<file path="config.mk">
export PLATFORM = sky130hd
export DESIGN_NAME = bcs_sequencer
export DESIGN_NICKNAME = d
export VERILOG_FILES = /design/src/rtl/bcs_pkg.sv /design/src/rtl/bcs_sync.sv /design/src/rtl/bcs_sequencer.sv
export VERILOG_INCLUDE_DIRS = /design/src /design/src/rtl
export SDC_FILE = /design/constraint.sdc
export NUM_CORES = 1
export LEC_CHECK = 0
export BUFFER_PORTS_ARGS = -buffer_cell sky130_fd_sc_hd__buf_4
export CAP_MARGIN = 20
export CORE_MARGIN = 4
export CORE_UTILIZATION = 59
export DETAILED_ROUTE_END_ITERATION = 16
export GPL_ROUTABILITY_DRIVEN = 0
export PLACE_DENSITY = 0.86
export SYNTH_ARGS = -nofsm -noshare
export SYNTH_HDL_FRONTEND = slang
export SYNTH_SLANG_ARGS = --single-unit
export TNS_END_PERCENT = 50
</file>
<file path="constraint.sdc">
create_clock -name aclk -period 9.2 [get_ports aclk]
set_clock_uncertainty 0.15 [all_clocks]
set_input_delay 0.46 -clock aclk [delete_from_list [all_inputs] [get_ports aclk]]
set_output_delay 0.46 -clock aclk [all_outputs]
set_load 0.02 [all_outputs]
</file>
<file path="src/rtl/bcs_consts.svh">
`ifndef BCS_CONSTS_SVH
`define BCS_CONSTS_SVH

// clock and timing
`define BCS_CLK_NS          50
`define BCS_NS_PER_MS       1000000
`define BCS_SLEW_MV_PER_MS  3000
`define BCS_EXT_RAMP_NS     1560000
`define BCS_HICCUP_MS       1
// cycles per 1 mV step at the preset slew rate, rounded up
`define BCS_SLEW_STEP_CYC   ((`BCS_NS_PER_MS + `BCS_SLEW_MV_PER_MS * `BCS_CLK_NS - 1) / \
                             (`BCS_SLEW_MV_PER_MS * `BCS_CLK_NS))
// cycles per step so the divider-mode ramp lasts at least the minimum time
`define BCS_EXT_STEP_CYC    ((`BCS_EXT_RAMP_NS + `BCS_MV_EXT * `BCS_CLK_NS - 1) / \
                             (`BCS_MV_EXT * `BCS_CLK_NS))
`define BCS_HICCUP_CYC      (`BCS_HICCUP_MS * `BCS_NS_PER_MS / `BCS_CLK_NS)
`define BCS_STEP_W          6
`define BCS_HIC_W           15

// setpoint codes in millivolts
`define BCS_CODE_W          12
`define BCS_MV_3V3          12'hCE4
`define BCS_MV_2V5          12'h9C4
`define BCS_MV_2V8          12'hAF0
`define BCS_MV_1V2          12'h4B0
`define BCS_MV_3V0          12'hBB8
`define BCS_MV_1V8          12'h708
`define BCS_MV_2V7          12'hA8C
`define BCS_MV_EXT          12'h25B

// register map
`define BCS_ADDR_W          8
`define BCS_REG_CTRL        8'h00
`define BCS_REG_STATUS      8'h04
`define BCS_REG_SETPOINT    8'h08
`define BCS_REG_TARGET      8'h0C
`define BCS_CTRL_RST        1'b1
`define BCS_RESP_OKAY       2'h0
`define BCS_RESP_SLVERR     2'h2

// status fields
`define BCS_ST_STATE        2:0
`define BCS_ST_LOCK         3
`define BCS_ST_THERM        4
`define BCS_ST_OC           5
`define BCS_ST_EXT          6
`define BCS_ST_ATTGT        7
`define BCS_ST_HICNT        15:8
`define BCS_ST_ZERO         31:16

`endif

</file>
<file path="src/rtl/bcs_pkg.sv">
package bcs_pkg;
    typedef enum logic [2:0] {
        BCS_OFF,
        BCS_RAMP,
        BCS_REG,
        BCS_HICCUP,
        BCS_THERMAL
    } bcs_state_e;
    typedef logic [11:0] bcs_code_t;
endpackage

</file>
<file path="src/rtl/bcs_sync.sv">
`timescale 1ns/10ps
`default_nettype none

module bcs_sync #(
    parameter int WIDTH = 1
) (
    input  wire logic             aclk,
    input  wire logic             aresetn,
    input  wire logic [WIDTH-1:0] din,
    output logic      [WIDTH-1:0] dout
);
    logic [WIDTH-1:0] s1_q;
    logic [WIDTH-1:0] s2_q;
    logic [WIDTH-1:0] s3_q;
    logic [WIDTH-1:0] out_q;

    // three stages per bit; output moves only when stages two and three agree
    for (genvar i = 0; i < WIDTH; i++) begin : g_bit
        always_ff @(posedge aclk) begin
            if (!aresetn) begin
                s1_q[i]  <= 1'b0;
                s2_q[i]  <= 1'b0;
                s3_q[i]  <= 1'b0;
                out_q[i] <= 1'b0;
            end else begin
                s1_q[i] <= din[i];
                s2_q[i] <= s1_q[i];
                s3_q[i] <= s2_q[i];
                if (s2_q[i] == s3_q[i]) begin
                    out_q[i] <= s3_q[i];
                end
            end
        end
    end

    assign dout = out_q;
endmodule // bcs_sync

`default_nettype wire

</file>
<file path="src/rtl/bcs_sequencer.sv">
// Chosen here: the placing of the registers and the AXI4-Lite slave port.
`timescale 1ns/10ps
`default_nettype none
`include "bcs_consts.svh"

// Summary of operation
// - start every power-up or enable through a soft-start ramp from zero
// - preset levels ramp at constant slew, so duration scales with target
// - divider mode ramps in constant time, at least 1.56 ms
// - overcurrent turns high side off, low side on, pulling output low
// - hold output low for 1 ms, then restart with soft start
// - persistent overcurrent repeats hold and restart endlessly
// - no switching at power-up until supply lockout releases
// - supply drop locks out again, with hysteresis against chatter
// - enable low means shutdown, switching stopped
// - enable high means regulation, entered through soft start
// - over-temperature turns the output off to cool
// - after cooling 15 C below trip, restart through normal startup
// - decode select bits into the seven preset voltages
// - select code 111 picks divider feedback against 0.603 V
// - decoded value drives the reference code of the error amplifier
module bcs_sequencer #(
    parameter int HICCUP_CYCLES = `BCS_HICCUP_CYC
) (
    input  wire logic                   aclk,
    input  wire logic                   aresetn,
    input  wire logic [`BCS_ADDR_W-1:0] s_axi_awaddr,
    input  wire logic                   s_axi_awvalid,
    output logic                        s_axi_awready,
    input  wire logic [31:0]            s_axi_wdata,
    input  wire logic [3:0]             s_axi_wstrb,
    input  wire logic                   s_axi_wvalid,
    output logic                        s_axi_wready,
    output logic [1:0]                  s_axi_bresp,
    output logic                        s_axi_bvalid,
    input  wire logic                   s_axi_bready,
    input  wire logic [`BCS_ADDR_W-1:0] s_axi_araddr,
    input  wire logic                   s_axi_arvalid,
    output logic                        s_axi_arready,
    output logic [31:0]                 s_axi_rdata,
    output logic [1:0]                  s_axi_rresp,
    output logic                        s_axi_rvalid,
    input  wire logic                   s_axi_rready,
    input  wire logic                   enable_pin,
    input  wire logic                   volt_sel_bit0,
    input  wire logic                   volt_sel_bit1,
    input  wire logic                   volt_sel_bit2,
    input  wire logic                   supply_above_rise,
    input  wire logic                   supply_above_fall,
    input  wire logic                   hs_overcurrent,
    input  wire logic                   temp_above_trip,
    input  wire logic                   temp_above_cool,
    output logic                        switch_en,
    output logic                        hs_off_ls_on,
    output logic [`BCS_CODE_W-1:0]      ref_code,
    output logic                        use_divider_feedback_pin
);
    logic [8:0]             pins_raw;
    logic [8:0]             pins_s;
    logic                   en_s;
    logic [2:0]             sel_s;
    logic                   sup_rise_s;
    logic                   sup_fall_s;
    logic                   oc_s;
    logic                   trip_s;
    logic                   cool_s;
    bcs_pkg::bcs_state_e    state_q;
    bcs_pkg::bcs_state_e    state_d;
    logic                   lockout_q;
    logic                   lockout_d;
    logic                   thermal_q;
    logic                   thermal_d;
    logic                   ctrl_en_q;
    logic                   ext_mode_q;
    logic                   ext_mode_d;
    logic                   mode_now;
    logic                   sel_ext;
    bcs_pkg::bcs_code_t     preset_code;
    bcs_pkg::bcs_code_t     target_q;
    bcs_pkg::bcs_code_t     target_d;
    bcs_pkg::bcs_code_t     ref_q;
    bcs_pkg::bcs_code_t     ref_d;
    logic [`BCS_STEP_W-1:0] step_cnt_q;
    logic [`BCS_STEP_W-1:0] step_len;
    logic                   step_tick;
    logic                   active_q;
    logic                   active_d;
    logic                   at_target;
    logic [`BCS_HIC_W-1:0]  hic_cnt_q;
    logic                   hic_done;
    logic [7:0]             hic_events_q;
    logic                   run_req;
    logic                   sw_en_q;
    logic                   lsh_q;

    assign pins_raw = {temp_above_cool, temp_above_trip, hs_overcurrent, supply_above_fall,
                       supply_above_rise, volt_sel_bit2, volt_sel_bit1, volt_sel_bit0,
                       enable_pin};

    bcs_sync #(
        .WIDTH (9)
    ) u_sync (
        .aclk    (aclk),
        .aresetn (aresetn),
        .din     (pins_raw),
        .dout    (pins_s)
    );

    assign en_s       = pins_s[0];
    assign sel_s      = pins_s[3:1];
    assign sup_rise_s = pins_s[4];
    assign sup_fall_s = pins_s[5];
    assign oc_s       = pins_s[6];
    assign trip_s     = pins_s[7];
    assign cool_s     = pins_s[8];

    // lockout with hysteresis, rise releases, fall sets
    assign lockout_d = lockout_q ? !sup_rise_s : !sup_fall_s;
    // thermal hold until below the cool threshold; trip wins
    assign thermal_d = trip_s | (thermal_q & cool_s);

    // run request gated by enable pin and software enable
    assign run_req = en_s & ctrl_en_q & !lockout_q & !thermal_q;

    assign preset_code = (sel_s == 3'h0) ? `BCS_MV_3V3 :
                         (sel_s == 3'h1) ? `BCS_MV_2V5 :
                         (sel_s == 3'h2) ? `BCS_MV_2V8 :
                         (sel_s == 3'h3) ? `BCS_MV_1V2 :
                         (sel_s == 3'h4) ? `BCS_MV_3V0 :
                         (sel_s == 3'h5) ? `BCS_MV_1V8 : `BCS_MV_2V7;

    // divider mode latched only while off
    assign sel_ext    = &sel_s;
    assign mode_now   = (state_q == bcs_pkg::BCS_OFF) ? sel_ext : ext_mode_q;
    assign ext_mode_d = mode_now;
    // target code for the reference converter
    assign target_d   = mode_now ? `BCS_MV_EXT : (sel_ext ? target_q : preset_code);

    assign step_len  = ext_mode_q ? `BCS_STEP_W'(`BCS_EXT_STEP_CYC)
                                  : `BCS_STEP_W'(`BCS_SLEW_STEP_CYC);
    assign step_tick = active_q && (step_cnt_q == step_len - `BCS_STEP_W'(1));
    assign at_target = (ref_q == target_q);
    assign hic_done  = (hic_cnt_q == `BCS_HIC_W'(HICCUP_CYCLES - 1));
    assign active_d  = (state_d == bcs_pkg::BCS_RAMP) || (state_d == bcs_pkg::BCS_REG);

    // setpoint follows target one step per tick, zero when inactive
    always_comb begin
        ref_d = ref_q;
        if (!active_d) begin
            ref_d = '0;
        end else if (step_tick && (ref_q < target_q)) begin
            ref_d = ref_q + 12'h001;
        end else if (step_tick && (ref_q > target_q)) begin
            ref_d = ref_q - 12'h001;
        end
    end

    // sequencing state machine
    always_comb begin
        state_d = state_q;
        unique case (state_q)
            bcs_pkg::BCS_OFF: begin
                if (run_req) state_d = bcs_pkg::BCS_RAMP;
            end
            bcs_pkg::BCS_RAMP: begin
                if (at_target) state_d = bcs_pkg::BCS_REG;
            end
            bcs_pkg::BCS_REG: begin
                state_d = bcs_pkg::BCS_REG;
            end
            bcs_pkg::BCS_HICCUP: begin
                if (hic_done) state_d = bcs_pkg::BCS_RAMP;
            end
            bcs_pkg::BCS_THERMAL: begin
                if (!thermal_q) state_d = bcs_pkg::BCS_OFF;
            end
        endcase
        // overcurrent while switching starts a hiccup
        if (oc_s && active_q) state_d = bcs_pkg::BCS_HICCUP;
        if (!run_req) state_d = thermal_q ? bcs_pkg::BCS_THERMAL : bcs_pkg::BCS_OFF;
    end

    // state, flags and setpoint registers
    always_ff @(posedge aclk) begin
        if (!aresetn) begin
            state_q    <= bcs_pkg::BCS_OFF;
            lockout_q  <= 1'b1;
            thermal_q  <= 1'b0;
            ext_mode_q <= 1'b0;
            target_q   <= '0;
            ref_q      <= '0;
            active_q   <= 1'b0;
        end else begin
            state_q    <= state_d;
            lockout_q  <= lockout_d;
            thermal_q  <= thermal_d;
            ext_mode_q <= ext_mode_d;
            target_q   <= target_d;
            ref_q      <= ref_d;
            active_q   <= active_d;
        end
    end

    // step and hiccup counters
    always_ff @(posedge aclk) begin
        if (!aresetn) begin
            step_cnt_q   <= '0;
            hic_cnt_q    <= '0;
            hic_events_q <= '0;
        end else begin
            step_cnt_q <= (!active_q || step_tick) ? '0 : step_cnt_q + `BCS_STEP_W'(1);
            hic_cnt_q  <= (state_q == bcs_pkg::BCS_HICCUP) ? hic_cnt_q + `BCS_HIC_W'(1) : '0;
            if (state_d == bcs_pkg::BCS_HICCUP && state_q != bcs_pkg::BCS_HICCUP
                && hic_events_q != 8'hFF) begin
                hic_events_q <= hic_events_q + 8'h01;
            end
        end
    end

    always_ff @(posedge aclk) begin
        if (!aresetn) begin
            sw_en_q <= 1'b0;
            lsh_q   <= 1'b0;
        end else begin
            sw_en_q <= active_d;
            lsh_q   <= (state_d == bcs_pkg::BCS_HICCUP);
        end
    end

    assign switch_en                = sw_en_q;
    assign hs_off_ls_on             = lsh_q;
    assign ref_code                 = ref_q;
    assign use_divider_feedback_pin = ext_mode_q;

    // ---- register slave ----
    logic                   aw_held_q;
    logic [`BCS_ADDR_W-1:0] awaddr_q;
    logic                   w_held_q;
    logic [31:0]            wdata_q;
    logic [3:0]             wstrb_q;
    logic                   bvalid_q;
    logic [1:0]             bresp_q;
    logic                   rvalid_q;
    logic [1:0]             rresp_q;
    logic [31:0]            rdata_q;
    logic                   do_write;
    logic                   wr_hit;
    logic                   rd_hit;
    logic [31:0]            rd_mux;
    logic [31:0]            status_word;

    // write decode
    assign s_axi_awready = !aw_held_q;
    assign s_axi_wready  = !w_held_q;
    assign do_write      = aw_held_q && w_held_q && !bvalid_q;
    assign wr_hit        = (awaddr_q == `BCS_REG_CTRL) || (awaddr_q == `BCS_REG_STATUS) ||
                           (awaddr_q == `BCS_REG_SETPOINT) || (awaddr_q == `BCS_REG_TARGET);

    // write channels, response after both halves held
    always_ff @(posedge aclk) begin
        if (!aresetn) begin
            aw_held_q <= 1'b0;
            awaddr_q  <= '0;
            w_held_q  <= 1'b0;
            wdata_q   <= '0;
            wstrb_q   <= '0;
            bvalid_q  <= 1'b0;
            bresp_q   <= `BCS_RESP_OKAY;
            ctrl_en_q <= `BCS_CTRL_RST;
        end else begin
            if (s_axi_awvalid && !aw_held_q) begin
                aw_held_q <= 1'b1;
                awaddr_q  <= {s_axi_awaddr[`BCS_ADDR_W-1:2], 2'h0};
            end
            if (s_axi_wvalid && !w_held_q) begin
                w_held_q <= 1'b1;
                wdata_q  <= s_axi_wdata;
                wstrb_q  <= s_axi_wstrb;
            end
            if (do_write) begin
                aw_held_q <= 1'b0;
                w_held_q  <= 1'b0;
                bvalid_q  <= 1'b1;
                bresp_q   <= wr_hit ? `BCS_RESP_OKAY : `BCS_RESP_SLVERR;
                if (awaddr_q == `BCS_REG_CTRL && wstrb_q[0]) ctrl_en_q <= wdata_q[0];
            end else if (bvalid_q && s_axi_bready) begin
                bvalid_q <= 1'b0;
            end
        end
    end

    assign s_axi_bvalid = bvalid_q;
    assign s_axi_bresp  = bresp_q;

    // status word fields
    assign status_word[`BCS_ST_STATE] = state_q;
    assign status_word[`BCS_ST_LOCK]  = lockout_q;
    assign status_word[`BCS_ST_THERM] = thermal_q;
    assign status_word[`BCS_ST_OC]    = oc_s;
    assign status_word[`BCS_ST_EXT]   = ext_mode_q;
    assign status_word[`BCS_ST_ATTGT] = at_target;
    assign status_word[`BCS_ST_HICNT] = hic_events_q;
    assign status_word[`BCS_ST_ZERO]  = 16'h0000;

    // read decode
    assign rd_hit = (s_axi_araddr[`BCS_ADDR_W-1:2] <= `BCS_REG_TARGET >> 2);
    assign rd_mux = (s_axi_araddr[`BCS_ADDR_W-1:2] == `BCS_REG_CTRL >> 2)     ? {31'h0, ctrl_en_q} :
                    (s_axi_araddr[`BCS_ADDR_W-1:2] == `BCS_REG_STATUS >> 2)   ? status_word :
                    (s_axi_araddr[`BCS_ADDR_W-1:2] == `BCS_REG_SETPOINT >> 2) ? {20'h0, ref_q} :
                    (s_axi_araddr[`BCS_ADDR_W-1:2] == `BCS_REG_TARGET >> 2)   ? {20'h0, target_q} :
                    32'h0000_0000;
    assign s_axi_arready = !rvalid_q;

    // read channel, data registered one cycle after the address
    always_ff @(posedge aclk) begin
        if (!aresetn) begin
            rvalid_q <= 1'b0;
            rdata_q  <= '0;
            rresp_q  <= `BCS_RESP_OKAY;
        end else if (s_axi_arvalid && !rvalid_q) begin
            rvalid_q <= 1'b1;
            rdata_q  <= rd_mux;
            rresp_q  <= rd_hit ? `BCS_RESP_OKAY : `BCS_RESP_SLVERR;
        end else if (rvalid_q && s_axi_rready) begin
            rvalid_q <= 1'b0;
        end
    end

    assign s_axi_rvalid = rvalid_q;
    assign s_axi_rdata  = rdata_q;
    assign s_axi_rresp  = rresp_q;
endmodule // bcs_sequencer

`default_nettype wire

</file>
Yosys cells after proc, flatten, opt, wreduce, memory -nomap -nowiden
Cells that the tools add are included.
{"block": "classes", "add_sub_neg": 6, "magnitude_cmp": 3, "n_eq_ne": 33, "n_mux": 30, "bitwise_logic": 6, "n_reduce_logical": 42}
{"operator": "$mux W12", "count": 10}
{"operator": "$mux W16", "count": 2}
{"operator": "$eq A6 B2 Y1 const B", "count": 4}
{"operator": "$mux W10", "count": 2}
{"operator": "$eq A3 B2 Y1 const B", "count": 6}
{"operator": "$mux W3", "count": 6}
{"operator": "$add A15 B1 Y15 const B", "count": 1}
{"operator": "$eq A15 B15 Y1 const B", "count": 1}
{"operator": "$pmux W3 S5", "count": 1}
{"operator": "$logic_and A1 B1 Y1", "count": 14}
{"operator": "$add A12 B1 Y12 const B", "count": 1}
{"operator": "$eq A12 B12 Y1", "count": 1}
{"operator": "$eq A6 B1 Y1 const B", "count": 2}
{"operator": "$gt A12 B12 Y1", "count": 1}
{"operator": "$lt A12 B12 Y1", "count": 1}
{"operator": "$sub A12 B1 Y12 const B", "count": 1}
{"operator": "$eq A1 B1 Y1", "count": 9}
{"operator": "$eq A3 B1 Y1 const B", "count": 3}
{"operator": "$eq A3 B3 Y1 const B", "count": 3}
{"operator": "$logic_not A1 Y1", "count": 9}
{"operator": "$add A8 B1 Y8 const B", "count": 1}
{"operator": "$logic_not A8 Y1", "count": 1}
{"operator": "$ne A8 B8 Y1 const B", "count": 1}
{"operator": "$add A6 B1 Y6 const B", "count": 1}
{"operator": "18 further kinds", "count": 38}
{"block": "totals", "reg_bits": 146, "input_bits": 68, "output_inout_bits": 56, "word_cells": 179}

Longest topological paths before layout
{"block": "logic_depth", "ltp_word": 9, "mapped_depth": 15, "mapped_depth_nobuf": 15}

Cells and area by module
A second synthesis with hierarchy kept.
{"block": "hier_totals", "hier_cells": 628, "hier_area_um2": 5775.5}
{"mod": "bcs_sequencer", "instances": 1, "cells_per_inst": 535, "area_per_inst_um2": 4704.5, "seq_area_each_um2": 1821.7}
{"mod": "bcs_sync", "instances": 1, "cells_per_inst": 93, "area_per_inst_um2": 1071.0, "seq_area_each_um2": 720.7}

Worst setup path before layout
OpenSTA, ideal clock, no wires.
{"block": "synth_path", "kind": "reg2reg", "from": "reg ext_mode_q (netlist: use_divider_feedback_pin)", "to": "reg ref_q[11] (netlist: ref_code[11])", "setup_time_ps": 78, "arrival_ps": 3392, "required_ps": 8972, "path_slack_ps": 5580, "path_stages_with_launch": 13, "path_buffers": 0, "synth_period_minus_slack_ps": 3620, "cell_sequence": "dfxtp_1 nand3_1 or4_1 a21boi_1 o2111ai_1 ha_1 and3_1 a221oi_1 nand2b_1 a221o_1 nor3b_1 nor3_1 nor3_1"}
{"block": "synth_via", "elab_chain_cells": 6, "word_cells_on_any_way": 8}
{"item": "start, declared", "line": "bcs_sequencer.sv:74", "text": "logic ext_mode_q;"}
{"item": "start signal, assigned", "line": "bcs_sequencer.sv:197", "text": "ext_mode_q <= ext_mode_d;"}
{"item": "$mux W6 *", "line": "bcs_sequencer.sv:139", "text": "assign step_len = ext_mode_q ? `BCS_STEP_W'(`BCS_EXT_STEP_CYC)"}
{"item": "$sub A6 B1 Y6 *", "line": "bcs_sequencer.sv:141", "text": "assign step_tick = active_q && (step_cnt_q == step_len - `BCS_STEP_W'(1));"}
{"item": "$eq A6 B6 Y1 *", "line": "bcs_sequencer.sv:141"}
{"item": "$logic_and A1 B1 Y1 *", "line": "bcs_sequencer.sv:141"}
{"item": "$logic_and A1 B1 Y1, on equally long branches", "line": "bcs_sequencer.sv:151, bcs_sequencer.sv:153"}
{"item": "$mux W12 / $reduce_bool A2 Y1 (equally long branches)"}
{"item": "end signal, assigned", "line": "bcs_sequencer.sv:199", "text": "ref_q <= ref_d;"}
{"item": "end, declared", "line": "bcs_sequencer.sv:81", "text": "bcs_pkg::bcs_code_t ref_q;"}
Mark *: on every way between the ends. The rest lies on a longest branch, timed or not.
A chain may end at the register's enable or synchronous reset.

Worst setup path in the final report
Ends and elaborated chain as after synthesis.

==> results.json <==
{
  "status": "finished, final reports clean",
  "setup_tns_ns": 0,
  "grtUsageMet2_pct": 40.8,
  "clkSinkCount": 127,
  "crit_path_max_fanout": 11,
  "drc": 0,
  "critPathBufInv": 1,
  "finalMaxSlewViolations": 0,
  "regArea_um2": 2540,
  "final_hold_viol_count": 0,
  "top_usage_layer": "met2",
  "critPathMostFrequentCell": "nor3_1",
  "htree_levels": 4,
  "postRouteAntennaNets": 0,
  "diodes": 0,
  "required_ns": 9.48,
  "vdd_drop_max_uv": 141,
  "grt_max_degree": 41,
  "cpPeakStageDelay_ns": 0.47,
  "period_minus_slack_ns": 3.87,
  "seq_area_frac_synth_pct": 44.5,
  "cp.arrival_ns": 4.15,
  "pin_count": 124,
  "die_area_um2": 11300,
  "cts.root.buffer_cell": "clkbuf_8",
  "total_leakage_power_nw": 2.89,
  "place_area_um2": 6230,
  "postRouteWirelength_um": 13400,
  "hold_path_class": "input pin to flop",
  "rows": 35,
  "cts_tree": "built",
  "grt_usage_pct": 24.2,
  "fin_area_um2": 6910,
  "ys_seq_elements": 127,
  "yosys_warnings": 0,
  "synth_cells": 636,
  "core_area_um2": 9330,
  "num-nets-final": 804,
  "whs_path_depth": 2,
  "rsz0062_at_grt": "false",
  "cp_slowest_cell": "a221oi_1",
  "use_met3_pct": 5.89,
  "wl_per_cell_um": 15.7,
  "power.density_nw_per_um2": 186,
  "worstSetupPathType": "flop to flop",
  "fmax_ghz": 0.258,
  "firstDrtPassIters": 7,
  "portBuffers": 67,
  "cp_num_cells": 13,
  "grt_pass1_wl_um": 21900,
  "multi_input_area_um2": 2930,
  "finalSetupViolations": 0,
  "via_per_inst": 5.56,
  "grt_pass1_vias": 4629,
  "dieWidth_um": 106,
  "start_kind": "flop",
  "start_util_pct": 61.3,
  "drt_iter0_drc": 261,
  "dp_hpwl_um": 8970,
  "clock_latency_ns": 0.52,
  "finalCritPeriodShare_pct": 42.1,
  "max-slew-margin-rel_pct": 43.8,
  "r2r_cells": 13,
  "synthDistinctLibCells": 54,
  "critPathCaptureType": "flop",
  "cts_made_buffers": 17,
  "antenna_found_initial": 0,
  "grt_use_met1_pct": 28.7,
  "synthFlopType": "dfxtp_1",
  "synth_edf_count": 0,
  "cts_max_path_buffers": 2,
  "synthesis.area_um2": 5720,
  "fp.dieH_um": 106,
  "synth.avg_cell_area_um2": 8.99,
  "path_delay_family": "simple AND/OR/NAND/NOR gates",
  "areaGrowthSynthToFinish_pct": 20.8,
  "drive_gt1_share_pct": 15.9,
  "routed-via-count": 4734,
  "ys_async_sr_fraction_pct": 0,
  "maxCapViolCount": 0,
  "post-route-util_pct": 74.0,
  "grt_overflow": 0,
  "cts.clk_slew.worst_paths_ns": 0.06,
  "worst_slew_pin_slew_ns": 0.841,
  "setup_slack_ns": 5.33,
  "dp_slack_ns": 4.96,
  "fillers": 616,
  "worstPathCellList": "nand3_1 > or4_1 > a21boi_1 > o2111ai_1 > buf_4 > ha_1 > and3_1 > a221oi_1 > nand2b_1 > a221o_1 > nor3b_1 > nor3_1 > nor3_1"
}
what timing repair did:
item                                    in CTS  in global routing
setup buffers                                0                  0
resized for setup                            0                  0
hold buffers                                 8                  0
hold endpoints to repair                     8                  0
endpoints found under the setup margin       0                  0
flip-flops by register name, indices dropped and copies added (netlist names), 9 cells and up:
name / count
s_axi_rdata: 16
hic_cnt_q: 15
ref_code: 12
target_q: 11
u_sync.dout: 9
u_sync.s1_q: 9
u_sync.s2_q: 9
u_sync.s3_q: 9
routing by layer:
layer  vias up  routed length [µm]
li1       2308                   -
met4         0                 477
met5         -                   0
met2       155                6690
met3        38                 685
met1      2233                5530
stage by stage:
step / power, mW / std cells / hold slack [ns]
after floorplan: 0.620 / 653 / 0.262
after global placement: 0.633 / 810 / 0.268
after detailed placement: 0.636 / 810 / 0.270
after CTS: 1.28 / 850 / 0.000166
after global routing: 1.32 / 851 / 0.000264
final: 1.28 / 851 / 0.00463
Yosys cell counts, drive strengths merged (2+ instances only):
cell type  count  area share (%)
mux2          11             2.2
clkbuf        22             1.4
and2          31             3.4
o21a           4            0.53
o21bai         2            0.26
nor4           2            0.22
nor2b          6            0.66
nand2         39             2.6
a211oi         3            0.39
nand2b         7            0.77
buf           18             2.4
a21o           2            0.26
nor2          99             6.5
a21boi         3            0.39
a211o          3            0.46
a31oi          7             1.0
a22oi         15             2.0
or4            2            0.26
mux2i         14             2.5
nor3b          3            0.39
o21ai         29             2.6
a21oi         34             3.0
and3           6            0.66
xor2          17             2.6
inv           23             1.5
a221o          2            0.35
or3            4            0.44
dfxtp        127              44
a22o          11             1.7
nand3         13             1.1
and3b          3            0.46
nand4          7             1.0
ha            26             5.7
nor4b          3            0.46
xnor2         13             2.0
nor3          12             1.1
layout make-up:
type,count,share of cell area (%)
Clock buffer,25,7.01
Tap cell,129,2.34
Sequential cell,127,36.8
Clock inverter,7,1.45
Multi-Input combinational cell,462,42.4
Inverter,24,1.30
Timing Repair Buffer,77,8.66
worst paths after layout:
check	slack [ns]	to	startpoint
max reg2reg	5.33	ref_code[11]	use_divider_feedback_pin
min reg2reg	0.28	u_sync.s2_q[0]	u_sync.s1_q[0]
max	5.33	ref_code[11]	use_divider_feedback_pin
min	0.005	u_sync.s1_q[4]	supply_above_rise
cell families after synthesis:
| group | count (synthesis) | synth area share [%] |
|---|---|---|
| AND/OR/NAND/NOR | 241 | 20.8 |
| flip-flops | 127 | 44.5 |
| AO/OA/AOI/OAI | 120 | 13.6 |
| buffers and inverters | 64 | 5.39 |
| XOR/XNOR | 30 | 4.60 |
| adder cells (fa/ha/maj) | 27 | 6.04 |
| multiplexers | 26 | 5.01 |
| other | 1 | 0.0656 |
placed cells by master, fill, tap and decap left out, drive strengths merged, types with 17 or more instances in the layout:
cell type,count
ha,26
dfxtp,127
and2,31
o21ai,29
conb,18
xor2,17
a21oi,34
nand2,39
buf,69
clkbuf,25
inv,24
nor2,99
power by group:
part	internal, mW	switching [mW]
combinational	0.0257	0.0350
sequential	0.561	0.00588
clock	0.416	0.239
total	1.00	0.280
Power figures use the tool's default switching activity.
